## config.mk

```make
export PLATFORM = sky130hd
export DESIGN_NAME = assr_top
export DESIGN_NICKNAME = d
export VERILOG_FILES = /design/src/common/assr_pkg.sv /design/src/rtl/assr_sync.sv /design/src/rtl/assr_top.sv
export VERILOG_INCLUDE_DIRS = /design/src /design/src/common
export SDC_FILE = /design/constraint.sdc
export NUM_CORES = 1
export LEC_CHECK = 0
export BUFFER_PORTS_ARGS = -buffer_cell sky130_fd_sc_hd__buf_2
export CAP_MARGIN = 20
export CORE_AREA = 8 8 326 328
export CTS_CLUSTER_DIAMETER = 50
export CTS_CLUSTER_SIZE = 8
export DETAILED_ROUTE_END_ITERATION = 7
export DIE_AREA = 0 0 334 336
export HOLD_SLACK_MARGIN = 0.03
export MAX_ROUTING_LAYER = met4
export PLACE_DENSITY = 0.46
export SLEW_MARGIN = 15
export SYNTH_ARGS = -nofsm -noshare
export SYNTH_HDL_FRONTEND = slang
export SYNTH_SLANG_ARGS = --single-unit
```

## constraint.sdc

```tcl
create_clock -name sys_clk_i -period 10.35 [get_ports sys_clk_i]
set_clock_uncertainty 0.2 [all_clocks]
set_input_delay 0.5175 -clock sys_clk_i [delete_from_list [all_inputs] [get_ports sys_clk_i]]
set_output_delay 0.5175 -clock sys_clk_i [all_outputs]
set_load 0.02 [all_outputs]
```

## src/common/assr_defs.svh

```systemverilog
`ifndef ASSR_DEFS_SVH
`define ASSR_DEFS_SVH
// ----------------------------------------
// register byte offsets
// ----------------------------------------
`define ASSR_OFF_CMD     8'h00
`define ASSR_OFF_INT_EN  8'h04
`define ASSR_OFF_MAIN    8'h08
`define ASSR_OFF_ERR     8'h0c
`define ASSR_OFF_CAUSE   8'h10
`define ASSR_OFF_IN_XY   8'h14
`define ASSR_OFF_IN_ZU   8'h18
`define ASSR_OFF_RB_LO   8'h1c
`define ASSR_OFF_RB_HI   8'h20
// ----------------------------------------
// command codes and fields
// ----------------------------------------
`define ASSR_CMD_NOP     8'h0f
`define ASSR_CMD_RD_LP   8'h10
`define ASSR_CMD_RD_RP   8'h11
`define ASSR_CMD_RD_SPD  8'h12
`define ASSR_CMD_RD_ACC  8'h13
`define ASSR_CMD_DRV_LO  8'h20
`define ASSR_CMD_DRV_HI  8'h23
`define ASSR_CMD_CLR     8'h25
`define ASSR_CMD_AXIS_LSB 8
// ----------------------------------------
// responses
// ----------------------------------------
`define ASSR_RESP_OKAY   2'h0
`define ASSR_RESP_SLVERR 2'h2
`endif

```

## src/common/assr_pkg.sv

```systemverilog
package assr_pkg;
   // synchronised pin levels, active low pins
   typedef struct packed {
      logic [3:0] plus_limit_input;
      logic [3:0] minus_limit_input;
      logic [3:0] servo_alarm_input;
      logic [3:0] stop0_input;
      logic [3:0] stop1_input;
      logic [3:0] zphase_stop_input;
      logic [3:0] jog_plus_input;
      logic [3:0] jog_minus_input;
      logic [3:0] in_position_input;
      logic       emergency_stop_input;
   } assr_pins_s;

   typedef logic [3:0][7:1] assr_cause_t;

   typedef struct packed {
      logic              arready;
      logic              rvalid;
      logic [31:0]       rdata;
      logic [1:0]        rresp;
      logic              awready;
      logic              wready;
      logic              aw_got;
      logic              w_got;
      logic [7:0]        waddr;
      logic [31:0]       wdata;
      logic [3:0]        wstrb;
      logic              bvalid;
      logic [1:0]        bresp;
      logic [1:0]        axis_sel;
      assr_cause_t       int_en;
      assr_cause_t       cause;
      logic [3:0][7:0]   err;
      logic [3:0]        ge_minus;
      logic [3:0]        ge_plus;
      logic [31:0]       readback;
      logic              irq_n;
      logic [3:0]        stop_decel;
      logic [3:0]        stop_sudden;
   } assr_state_s;
endpackage : assr_pkg

```

## src/rtl/assr_sync.sv

```systemverilog
`timescale 1ns/1ns
`default_nettype none
module assr_sync #(
   parameter int W = 1
) (
   input  wire logic         sys_clk_i,
   input  wire logic         rst_i,
   input  wire logic [W-1:0] d_i,
   output logic      [W-1:0] q_o
);
   // ----------------------------------------
   // two stage synchroniser, pins idle high
   // ----------------------------------------
   typedef struct packed {
      logic [W-1:0] s1;
      logic [W-1:0] s2;
   } assr_sync_s;

   assr_sync_s st_ff;
   assr_sync_s nxt_st;

   always_comb
   begin
      nxt_st.s1 = d_i;
      nxt_st.s2 = st_ff.s1;
   end

   always_ff @(posedge sys_clk_i or posedge rst_i)
   begin
      if (rst_i)
         st_ff <= '1;
      else
         st_ff <= nxt_st;
   end

   assign q_o = st_ff.s2;
endmodule : assr_sync
`default_nettype wire

```

## src/rtl/assr_top.sv

```systemverilog
`timescale 1ns/1ns
`default_nettype none
`include "assr_defs.svh"
module assr_top
   import assr_pkg::*;
(
   input  wire logic              sys_clk_i,
   input  wire logic              rst_i,
   input  wire logic [7:0]        s_axi_awaddr_i,
   input  wire logic              s_axi_awvalid_i,
   output logic                   s_axi_awready_o,
   input  wire logic [31:0]       s_axi_wdata_i,
   input  wire logic [3:0]        s_axi_wstrb_i,
   input  wire logic              s_axi_wvalid_i,
   output logic                   s_axi_wready_o,
   output logic [1:0]             s_axi_bresp_o,
   output logic                   s_axi_bvalid_o,
   input  wire logic              s_axi_bready_i,
   input  wire logic [7:0]        s_axi_araddr_i,
   input  wire logic              s_axi_arvalid_i,
   output logic                   s_axi_arready_o,
   output logic [31:0]            s_axi_rdata_o,
   output logic [1:0]             s_axi_rresp_o,
   output logic                   s_axi_rvalid_o,
   input  wire logic              s_axi_rready_i,
   input  wire assr_pins_s        pins_i,
   input  wire logic [3:0]        drv_active_i,
   input  wire logic [3:0]        drv_minus_i,
   input  wire logic [3:0]        drv_end_i,
   input  wire logic [3:0]        cspd_start_i,
   input  wire logic [3:0]        cspd_end_i,
   input  wire logic [3:0]        soft_lim_en_i,
   input  wire logic [3:0]        hard_sudden_i,
   input  wire logic [3:0]        cmp_real_i,
   input  wire logic [3:0]        home_step3_start_i,
   input  wire logic [3:0][4:0]   home_search_step_state_i,
   input  wire logic [3:0][31:0]  logic_pos_i,
   input  wire logic [3:0][31:0]  real_pos_i,
   input  wire logic [3:0][31:0]  comp_plus_i,
   input  wire logic [3:0][31:0]  comp_minus_i,
   input  wire logic [3:0][15:0]  cur_speed_i,
   input  wire logic [3:0][15:0]  cur_accel_i,
   output logic [3:0]             stop_decel_o,
   output logic [3:0]             stop_sudden_o,
   output logic                   interrupt_out_low_o
);
   // ----------------------------------------
   // pin synchronisation
   // ----------------------------------------
   logic [$bits(assr_pins_s)-1:0] pins_vec;
   assr_pins_s                    pins_s;

   assr_sync #(
      .W ($bits(assr_pins_s))
   ) u_sync (
      .sys_clk_i (sys_clk_i),
      .rst_i     (rst_i),
      .d_i       (pins_i),
      .q_o       (pins_vec)
   );

   assign pins_s = assr_pins_s'(pins_vec);

   assr_state_s st_ff;
   assr_state_s nxt_st;

   // ----------------------------------------
   // per axis status and events
   // ----------------------------------------
   logic [3:0]       ge_m_now;
   logic [3:0]       ge_p_now;
   assr_cause_t      ev;
   logic [3:0][7:0]  err_set;
   logic [3:0]       hard_dir;
   logic [3:0]       soft_dir;

   for (genvar a = 0; a < 4; a++)
   begin : g_axis
      logic [31:0] pos;
      logic        hp;
      logic        hm;
      logic        sp;
      logic        sm;
      logic        home_err;
      assign pos = cmp_real_i[a] ? real_pos_i[a] : logic_pos_i[a];
      assign ge_m_now[a] = $signed(pos) >= $signed(comp_minus_i[a]);
      assign ge_p_now[a] = $signed(pos) >= $signed(comp_plus_i[a]);
      // threshold crossings by edge of the compare result
      assign ev[a][1] = ge_m_now[a] & ~st_ff.ge_minus[a];
      assign ev[a][2] = ~ge_m_now[a] & st_ff.ge_minus[a];
      assign ev[a][3] = ~ge_p_now[a] & st_ff.ge_plus[a];
      assign ev[a][4] = ge_p_now[a] & ~st_ff.ge_plus[a];
      assign ev[a][5] = cspd_end_i[a];
      assign ev[a][6] = cspd_start_i[a];
      assign ev[a][7] = drv_end_i[a];
      assign hp = ~pins_s.plus_limit_input[a];
      assign hm = ~pins_s.minus_limit_input[a];
      // soft flags only in the matching drive direction
      assign sp = soft_lim_en_i[a] & drv_active_i[a] & ~drv_minus_i[a]
                  & $signed(pos) > $signed(comp_plus_i[a]);
      assign sm = soft_lim_en_i[a] & drv_active_i[a] & drv_minus_i[a]
                  & $signed(pos) < $signed(comp_minus_i[a]);
      assign home_err = home_step3_start_i[a]
                        & ~pins_s.zphase_stop_input[a];
      assign err_set[a] = {home_err, 1'b0,
                           ~pins_s.emergency_stop_input,
                           ~pins_s.servo_alarm_input[a],
                           hm, hp, sm, sp};
      assign hard_dir[a] = drv_active_i[a]
                           & (drv_minus_i[a] ? hm : hp);
      assign soft_dir[a] = sp | sm;
   end

   // ----------------------------------------
   // bus handshakes
   // ----------------------------------------
   logic        ar_hs;
   logic        aw_hs;
   logic        w_hs;
   logic        have_aw;
   logic        have_w;
   logic        do_wr;
   logic [7:0]  wr_addr;
   logic [31:0] wr_data;
   logic [3:0]  wr_strb;
   logic [7:0]  cmd_code;
   logic [1:0]  cmd_axis;
   logic        cmd_wr;
   logic        rd_clr;

   assign ar_hs = s_axi_arvalid_i & st_ff.arready;
   assign aw_hs = s_axi_awvalid_i & st_ff.awready;
   assign w_hs = s_axi_wvalid_i & st_ff.wready;
   assign have_aw = st_ff.aw_got | aw_hs;
   assign have_w = st_ff.w_got | w_hs;
   assign do_wr = have_aw & have_w & ~st_ff.bvalid;
   assign wr_addr = st_ff.aw_got ? st_ff.waddr : s_axi_awaddr_i;
   assign wr_data = st_ff.w_got ? st_ff.wdata : s_axi_wdata_i;
   assign wr_strb = st_ff.w_got ? st_ff.wstrb : s_axi_wstrb_i;
   assign cmd_code = wr_data[7:0];
   assign cmd_axis = wr_data[`ASSR_CMD_AXIS_LSB +: 2];
   assign cmd_wr = do_wr & wr_strb[0] & (wr_addr == `ASSR_OFF_CMD);
   // any read of the cause word clears it, low byte included
   assign rd_clr = ar_hs & (s_axi_araddr_i == `ASSR_OFF_CAUSE);

   // ----------------------------------------
   // read data decode
   // ----------------------------------------
   logic [15:0] in_xy;
   logic [15:0] in_zu;
   logic [15:0] main_stat;
   logic [3:0]  err_sum;
   logic [3:0]  home_run;
   logic [31:0] rd_mux;
   logic        rd_ok;

   for (genvar a = 0; a < 4; a++)
   begin : g_sum
      assign err_sum[a] = |st_ff.err[a];
      assign home_run[a] = |home_search_step_state_i[a];
   end

   assign main_stat = {4'h0, home_run, err_sum, drv_active_i};

   // raw levels, high pin reads 1
   assign in_xy = {pins_s.servo_alarm_input[1],
                   pins_s.in_position_input[1],
                   pins_s.jog_minus_input[1],
                   pins_s.jog_plus_input[1], 1'b0,
                   pins_s.zphase_stop_input[1],
                   pins_s.stop1_input[1],
                   pins_s.stop0_input[1],
                   pins_s.servo_alarm_input[0],
                   pins_s.in_position_input[0],
                   pins_s.jog_minus_input[0],
                   pins_s.jog_plus_input[0],
                   pins_s.emergency_stop_input,
                   pins_s.zphase_stop_input[0],
                   pins_s.stop1_input[0],
                   pins_s.stop0_input[0]};
   assign in_zu = {pins_s.servo_alarm_input[3],
                   pins_s.in_position_input[3],
                   pins_s.jog_minus_input[3],
                   pins_s.jog_plus_input[3], 1'b0,
                   pins_s.zphase_stop_input[3],
                   pins_s.stop1_input[3],
                   pins_s.stop0_input[3],
                   pins_s.servo_alarm_input[2],
                   pins_s.in_position_input[2],
                   pins_s.jog_minus_input[2],
                   pins_s.jog_plus_input[2], 1'b0,
                   pins_s.zphase_stop_input[2],
                   pins_s.stop1_input[2],
                   pins_s.stop0_input[2]};

   always_comb
   begin
      rd_ok = 1'b1;
      rd_mux = 32'h0;
      unique case (s_axi_araddr_i)
         `ASSR_OFF_CMD:    rd_mux = {30'h0, st_ff.axis_sel};
         `ASSR_OFF_INT_EN: rd_mux = {24'h0,
                                     st_ff.int_en[st_ff.axis_sel], 1'b0};
         `ASSR_OFF_MAIN:   rd_mux = {16'h0, main_stat};
         `ASSR_OFF_ERR:    rd_mux = {19'h0,
            home_search_step_state_i[st_ff.axis_sel],
            st_ff.err[st_ff.axis_sel]};
         `ASSR_OFF_CAUSE:  rd_mux = {24'h0,
                                     st_ff.cause[st_ff.axis_sel],
                                     1'b0};
         `ASSR_OFF_IN_XY:  rd_mux = {16'h0, in_xy};
         `ASSR_OFF_IN_ZU:  rd_mux = {16'h0, in_zu};
         `ASSR_OFF_RB_LO:  rd_mux = {16'h0, st_ff.readback[15:0]};
         `ASSR_OFF_RB_HI:  rd_mux = {16'h0, st_ff.readback[31:16]};
         default:          rd_ok = 1'b0;
      endcase
   end

   // ----------------------------------------
   // next state
   // ----------------------------------------
   always_comb
   begin
      nxt_st = st_ff;
      // read channel
      if (ar_hs)
      begin
         nxt_st.arready = 1'b0;
         nxt_st.rvalid = 1'b1;
         nxt_st.rdata = rd_mux;
         nxt_st.rresp = rd_ok ? `ASSR_RESP_OKAY : `ASSR_RESP_SLVERR;
      end
      else if (st_ff.rvalid && s_axi_rready_i)
      begin
         nxt_st.rvalid = 1'b0;
         nxt_st.arready = 1'b1;
      end
      // write channel, address and data in either order
      if (aw_hs)
      begin
         nxt_st.awready = 1'b0;
         nxt_st.aw_got = 1'b1;
         nxt_st.waddr = s_axi_awaddr_i;
      end
      if (w_hs)
      begin
         nxt_st.wready = 1'b0;
         nxt_st.w_got = 1'b1;
         nxt_st.wdata = s_axi_wdata_i;
         nxt_st.wstrb = s_axi_wstrb_i;
      end
      if (do_wr)
      begin
         nxt_st.aw_got = 1'b0;
         nxt_st.w_got = 1'b0;
         nxt_st.awready = 1'b0;
         nxt_st.wready = 1'b0;
         nxt_st.bvalid = 1'b1;
         nxt_st.bresp = (wr_addr <= `ASSR_OFF_RB_HI && wr_addr[1:0] == 2'h0)
                        ? `ASSR_RESP_OKAY : `ASSR_RESP_SLVERR;
         if (wr_addr == `ASSR_OFF_INT_EN && wr_strb[0])
            nxt_st.int_en[st_ff.axis_sel] = wr_data[7:1];
      end
      else if (st_ff.bvalid && s_axi_bready_i)
      begin
         nxt_st.bvalid = 1'b0;
         nxt_st.awready = 1'b1;
         nxt_st.wready = 1'b1;
      end
      // commands
      if (cmd_wr)
      begin
         unique case (cmd_code)
            `ASSR_CMD_NOP:    nxt_st.axis_sel = cmd_axis;
            `ASSR_CMD_RD_LP:  nxt_st.readback = logic_pos_i[cmd_axis];
            `ASSR_CMD_RD_RP:  nxt_st.readback = real_pos_i[cmd_axis];
            `ASSR_CMD_RD_SPD: nxt_st.readback = {16'h0,
                                                 cur_speed_i[cmd_axis]};
            `ASSR_CMD_RD_ACC: nxt_st.readback = {16'h0,
                                                 cur_accel_i[cmd_axis]};
            default:          nxt_st.readback = st_ff.readback;
         endcase
      end
      // per axis flags, a new event beats a clear
      for (int a = 0; a < 4; a++)
      begin
         if (rd_clr && st_ff.axis_sel == 2'(a))
            nxt_st.cause[a] = '0;
         nxt_st.cause[a] = nxt_st.cause[a]
                           | (ev[a] & st_ff.int_en[a]);
         if (cmd_wr && cmd_axis == 2'(a)
             && ((cmd_code >= `ASSR_CMD_DRV_LO
                  && cmd_code <= `ASSR_CMD_DRV_HI)
                 || cmd_code == `ASSR_CMD_CLR))
            nxt_st.err[a] = '0;
         nxt_st.err[a] = nxt_st.err[a] | err_set[a];
         nxt_st.stop_sudden[a] = hard_dir[a] & hard_sudden_i[a];
         nxt_st.stop_decel[a] = drv_active_i[a]
            & (soft_dir[a] | (hard_dir[a] & ~hard_sudden_i[a]));
      end
      nxt_st.ge_minus = ge_m_now;
      nxt_st.ge_plus = ge_p_now;
      nxt_st.irq_n = ~(|nxt_st.cause);
   end

   always_ff @(posedge sys_clk_i or posedge rst_i)
   begin
      if (rst_i)
      begin
         st_ff <= '0;
         st_ff.arready <= 1'b1;
         st_ff.awready <= 1'b1;
         st_ff.wready <= 1'b1;
         st_ff.irq_n <= 1'b1;
      end
      else
         st_ff <= nxt_st;
   end

   assign s_axi_arready_o = st_ff.arready;
   assign s_axi_rvalid_o = st_ff.rvalid;
   assign s_axi_rdata_o = st_ff.rdata;
   assign s_axi_rresp_o = st_ff.rresp;
   assign s_axi_awready_o = st_ff.awready;
   assign s_axi_wready_o = st_ff.wready;
   assign s_axi_bvalid_o = st_ff.bvalid;
   assign s_axi_bresp_o = st_ff.bresp;
   assign stop_decel_o = st_ff.stop_decel;
   assign stop_sudden_o = st_ff.stop_sudden;
   assign interrupt_out_low_o = st_ff.irq_n;
endmodule : assr_top
`default_nettype wire

```

==> results of run 1 <==
==> worst max-delay path by stage <==
stage / to / slack (ps) / depth (start not counted)
after floorplan: s_axi_bresp_o[1]$_DFFE_PP0P_ / 2800 / 1
after global placement: interrupt_out_low_o$_DFF_PP1_ / 4920 / 13
after detailed placement: interrupt_out_low_o$_DFF_PP1_ / 4930 / 13
after CTS: st_ff[25]$_DFFE_PP0P_ / 5190 / 8
after global routing: st_ff[25]$_DFFE_PP0P_ / 5100 / 8
final: st_ff[38]$_DFFE_PP0P_ / 5350 / 8
==> cells in the final DEF, fill, tap and decap left out, types with 21 or more instances in the layout <==
master and n:
diode_2 29, a22oi_1 44, clkbuf_1 21, ha_1 256, dfstp_2 78, a21o_1 38
mux2_2 148, buf_4 27, dfrtp_1 173, o21ai_0 134, nand3_1 49, nand4_1 67
buf_2 798, a22o_1 28, clkbuf_16 42, inv_1 302, nor2_1 47, nor4_1 23
a21oi_1 122, nand2_1 174, mux4_2 122, dlygate4sd3_1 79
==> critical path, delay by kind of cell, from the launching register on <==
family,cells,cell delay (ps)
compound gates,2,820
buf+inv,1,350
mux,1,660
simple gates,4,2360
flops,1,490
==> kinds of logic (layout without fill, tap and decap cells) <==
logic type      Yosys count  after routing  synth area share
mux                     294            294            0.2143
buf+inv                 430           1285           0.08424
compound gates          477            477            0.1397
fa+ha+maj               256            256            0.1471
simple gates            481            481            0.1176
other cells               1             47         0.0001722
flops                   253            253            0.2952
xor+xnor                  4              4          0.001609
==> through the flow <==
stage / std cells / util / hold WS (ps)
2_1_floorplan: 2213 / - / 145.2
3_3_place_gp: 4220 / 0.2679 / 145.5
3_5_place_dp: 4220 / 0.2679 / 146.8
4_1_cts: 4376 / 0.2885 / 43.46
5_1_grt: 4404 / 0.2892 / 63.88
6_report: 4406 / 0.2893 / 72.21
==> sequential cells by signal (all words and copies together) (netlist names) <==
name and flops:
st_ff 147, u_sync.nxt_st 37, u_sync.q_o 37, s_axi_rdata_o 16, stop_decel_o 4, stop_sudden_o 4
interrupt_out_low_o 1, s_axi_arready_o 1, s_axi_awready_o 1, s_axi_bresp_o 1, s_axi_bvalid_o 1, s_axi_rresp_o 1
s_axi_rvalid_o 1, s_axi_wready_o 1
==> routing by layer <==
| metal | vias up | part of all wire |
|---|---|---|
| li1 | 9797 | - |
| met1 | 10470 | 0.43 |
| met2 | 958 | 0.49 |
| met3 | 146 | 0.063 |
| met4 | 0 | 0.025 |
| met5 | - | 0 |
==> power groups by stage <==
stage	Sequential [W]	Clock, W	Combinational [W]
floorplan	0.00106	0	0.000453
global placement	0.00107	0	0.000883
detailed placement	0.00107	0	0.000886
CTS	0.00105	0.00133	0.000917
global route	0.00105	0.00137	0.000992
finish	0.00105	0.00129	0.000906
==> layout make-up <==
cell class,instances,area [µm²],share of cell area
Inverter,303,1145,0.03918
Clock inverter,10,103.9,0.003554
Tap cell,1309,1638,0.05606
Multi-Input combinational cell,1530,13650,0.4671
Clock buffer,67,1185,0.04055
Timing Repair Buffer,905,4995,0.1709
Sequential cell,253,6431,0.2201
Antenna cell,29,72.57,0.002484
==> results by group, run 1 <==
Routing
  – Final WL: 130.1 mm
  – Vias per inst: 4.850
  – Detailed router's first-iteration violation count: 1,545
  – Via count: 21,370
  – Detailed-route DRC error count: 0
  – WL/cell: 29.52 µm
  – First-pass iteration count of the detailed router: 5
  – Antenna-violating nets left: 0

Global routing
  – GR Layer Usage met3: 0.03327
  – Met1 usage: 0.2891
  – Largest net degree at the start of global routing: 132
  – GRT met2 Usage: 0.3858
  – Overflow after GRT: 0
  – Vias in the first global route: 22,700
  – Overall Global Routing Usage: 0.2289
  – Initial antenna violation count: 48
  – First-pass GRT wire length: 177.1 mm
  – Gr busiest metal: met2

Min path
  – Hold path endpoint: st_ff[56]$_DFF_PP0_
  – Hold path start: home_step3_start_i[0]
  – Cells on Worst Hold Path: 3
  – Hold crit path type: in2reg

Setup path
  – CP max stage delay: 1050 ps
  – Reg-to-reg critical path startpoint: st_ff[186]$_DFFE_PP0P_
  – Startpoint types: register
  – Cells on worst reg2reg path: 8
  – Critical path endpoint category: register
  – Setup crit start: st_ff[186]$_DFFE_PP0P_
  – CP required: 10,610 ps
  – Flop-to-flop setup slack: 5350 ps
  – Max Fanout on Critical Path: 12
  – WS Path Type: reg2reg
  – Crit-path cells: buf_4, mux2i_1, nand3_1, nor3_2, nand2_1, nor2_1, a22oi_1, o21ai_0
  – Worst R2R End: st_ff[38]$_DFFE_PP0P_
  – Slowest cell on crit path: nor2_1
  – Crit path DAT: 5260 ps

Logic synthesis
  – Mapped Avg Cell Area: 9.916 µm²
  – Mapped cell area: 0.02177 mm²
  – Sequential share of the synthesized area: 0.2952
  – Ys flop type: dfrtp_1
  – Post-Synthesis Cells: 2,196
  – Post-synth EDFFs: 0
  – Synth top area cells: dfrtp_1 20%, ha_1 15%, mux4_2 13%
  – Yosys cell types: 86
  – Yosys top cell area share: 0.2011
  – Cell with the most instances after synthesis: inv_1
  – Synth warnings: 0
  – Post-synth top cells: 303 x inv_1, 256 x ha_1, 175 x dfrtp_1
  – Ys async rst share: 1.000
  – Seq cells post-synth: 253
  – Area leader, netlist: dfrtp_1

Power
  – Power per cell area: 111.3 mW/mm²
  – Combinational share of power: 0.279
  – P_sw: 0.001042 W
  – Leak: 14.49 nW
  – PnR Total Power: 0.003251 W
  – Fraction of power spent switching nets: 0.3205
  – Maximum VDD drop: 0.07453 mV
  – Clock share of power: 0.398
  – Pint: 0.002209 W
  – Flop pwr share: 0.324

Clock network
  – CTS Hold Bufs: 79
  – Clk_lat worst skew: 560 ps
  – Clock transition at path regs: 50 ps
  – CTS Buf Count: 42
  – Clk sinks: 253
  – CTS root buf: clkbuf_16
  – Post-CTS Setup Bufs: 0
  – Post_cts resized: 0
  – CTS tree: done
  – CTS H-Tree Depth: 2
  – CTS Buffer Depth: 3

Status
  – Status: finished clean

Floorplanning
  – Starting Density: 0.2156
  – Die area: 0.1122 mm²
  – Site row count: 117
  – Ports: 842
  – Die W: 334 µm
  – Die height: 336 µm
  – Core Footprint: 0.1010 mm²

Placement
  – Final GP Congestion: 0.9604
  – Post-place setup slack: 4925 ps
  – Area of placed instances: 0.02706 mm²
  – HPWL Detailed: 113.6 mm
  – Port Buffers: 798

Timing
  – Final setup margin: 5348 ps
  – Final hold vios: 0
  – Max Freq: 199.9 MHz
  – RSZ-0062 raised after global routing: no
  – Fin crit share: 0.4833
  – Final setup viols: 0
  – Fin. max-slew vios: 0
  – TNS Setup: 0 ps
  – Slew @ Worst Pin: 1089 ps
  – Slew headroom: 0.2711
  – Crit path time final: 5002 ps

Layout
  – Layout fillers: 10,990
  – Fin nets: 4,083
  – Share of cells above drive strength 1: 0.4133
  – Design Area, Final: 0.02922 mm²
  – Area growth, synth to finish: 34.18%

Flow run
  – Max-cap viol count: 0
(Power assumes the default switching activity.)
==> run 2, diff against run 1 <==
- clock period: 10.35 -> 5.2 ns (I/O delays scaled with it)
==> run 2 against run 1 <==
Effect of this change: register-to-register slack worse by 4200 ps; sequential share of layout area is 0.53 points lower; worst setup slack worse by 4800 ps; flip-flop and latch count stayed put; die area stayed put; combinational power is 110% higher; final area is 2.5% higher; cell count is 1.4% higher; power is 110% higher.
==> results by group, run 2 (synthesis gave the netlist of run 1 again) <==
Placement
  – Post-place setup slack: 324.3 ps
  – Final GP Congestion: 0.9922
  – Port Buffers: 798
  – Inst Count DP: 4,255
  – HPWL Detailed: 116.9 mm
  – Area of placed instances: 0.02740 mm²

Clock network
  – CTS Hold Bufs: 108
  – Post-CTS Setup Bufs: 0
  – CTS Buffer Depth: 3
  – Post_cts resized: 0
  – Clk sinks: 253
  – CTS Buf Count: 43
  – Clk_lat worst skew: 540 ps
  – CTS root buf: clkbuf_16
  – Clock transition at path regs: 50 ps
  – CTS tree: done
  – CTS H-Tree Depth: 2

Timing
  – Slew headroom: 0.3225
  – Fin. max-slew vios: 0
  – Final hold vios: 0
  – Final setup viols: 0
  – Slew @ Worst Pin: 1006 ps
  – Fin crit share: 0.8936
  – Crit path time final: 4647 ps
  – RSZ-0062 raised after global routing: no
  – Final setup margin: 553.4 ps
  – Max Freq: 215.2 MHz
  – TNS Setup: 0 ps

Floorplanning
  – Site row count: 117
  – Die area: 0.1122 mm²
  – Die height: 336 µm
  – Die W: 334 µm
  – Ports: 842
  – Starting Density: 0.2156
  – Core Footprint: 0.1010 mm²

Global routing
  – Overall Global Routing Usage: 0.2333
  – Largest net degree at the start of global routing: 91
  – Vias in the first global route: 22,800
  – Overflow after GRT: 0
  – Initial antenna violation count: 47
  – First-pass GRT wire length: 179.5 mm

Setup path
  – Crit path DAT: 4900 ps
  – Setup crit start: cmp_real_i[1]
  – Startpoint types: input pin
  – Max Fanout on Critical Path: 14
  – CP required: 5450 ps
  – Critical path endpoint category: register
  – WS Path Type: in2reg
  – Reg-to-reg critical path startpoint: st_ff[186]$_DFFE_PP0P_

Routing
  – First-pass iteration count of the detailed router: 5
  – Detailed router's first-iteration violation count: 1,640
  – Via count: 21,750
  – Vias per inst: 4.868
  – WL/cell: 29.75 µm
  – Antenna-violating nets left: 0
  – Final WL: 133.0 mm
  – Detailed-route DRC error count: 0

Layout
  – Util after Layout: 0.2964
  – Max FFs per register: 147
  – Most flop-heavy register: st_ff
  – Fin nets: 4,147
  – Design Area, Final: 0.02994 mm²
  – Sequential cell area: 0.006431 mm²
  – Area growth, synth to finish: 37.48%
  – Commonest non-fill, non-tap cell in the layout: buf_2
  – Layout fillers: 10,920
  – Commonest non-fill, non-tap cells in the layout: 798 x buf_2, 302 x inv_1, 256 x ha_1, 174 x nand2_1, 173 x dfrtp_1
  – Fin cells: 4,469
  – Share of cells above drive strength 1: 0.4167
  – Multi-input gate area: 0.01366 mm²

Power
  – Clock share of power: 0.409
  – Pint: 0.004668 W
  – Fraction of power spent switching nets: 0.3058
  – Maximum VDD drop: 0.2310 mV
  – Flop pwr share: 0.312
  – Leak: 14.85 nW
  – Power per cell area: 224.6 mW/mm²
  – Combinational share of power: 0.280
  – P_sw: 0.002056 W

Min path
  – Hold path start: drv_minus_i[3]
  – Hold crit path type: in2reg

Status
  – Status: finished clean

Flow run
  – Max-cap viol count: 0
## run 2: cell types whose count changed in the layout (fill, tap and decap cells not counted), sizes merged
cell,delta
buf,+35
bufinv,+4
clkinv,-3
clkinvlp,+1
diode,-1
dlygate4sd3,+29
inv,-2
## run 2: final timing paths
path,to,depth (start not counted),slack (ps)
min,stop_sudden_o[3]$_DFF_PP0_,3,60
min reg2reg,u_sync.q_o[5]$_DFF_PP1_,0,140
min in group asynchronous,st_ff[56]$_DFF_PP0_,3,190
max in group asynchronous,st_ff[137]$_DFFE_PP0P_,4,3400
max reg2reg,st_ff[19]$_DFFE_PP0P_,9,1100
max,st_ff[58]$_DFF_PP0_,14,550
## run 2: layout make-up
type	count	area share
Antenna cell	28	0.002341
Clock buffer	68	0.04075
Clock inverter	10	0.005475
Inverter	303	0.03812
Multi-Input combinational cell	1530	0.4562
Sequential cell	253	0.2148
Tap cell	1309	0.05471
Timing Repair Buffer	968	0.1876
## run 2: metal layers
metal  GRT usage  vias to the layer above  routed length (µm)
li1            -                     9942                   -
met1      0.2939                    10680               56250
met2      0.3933                      986               63990
met3     0.04173                      147                9640
met4     0.04646                        0                3076
met5           -                        -                   0
## run 2: critical path, cell delays in order
cell,delay (ps)
buf_2,590
buf_4,260
mux2_2,390
ha_1,330
nand4_1,160
nor4_2,710
o21ai_0,490
a31oi_1,290
buf_4,150
or2_2,130
xor2_1,250
nand4_1,190
dlygate4sd3_1,590
o21ai_0,70
## run 2: power by group through the flow
| stage | combinational [W] | clock [W] | sequential (W) |
|---|---|---|---|
| global route | 0.00204 | 0.00292 | 0.00210 |
| detailed placement | 0.00181 | 0 | 0.00212 |
| floorplan | 0.000902 | 0 | 0.00211 |
| finish | 0.00188 | 0.00275 | 0.00209 |
| CTS | 0.00189 | 0.00283 | 0.00209 |
| global placement | 0.00181 | 0 | 0.00212 |
## run 2: metrics by stage
step	total power (W)	hold slack [ps]
floorplan	0.003015	64.48
global placement	0.003937	145.6
detailed placement	0.003939	146.8
CTS	0.006819	36.31
global route	0.007057	53.89
finish	0.006724	59.31
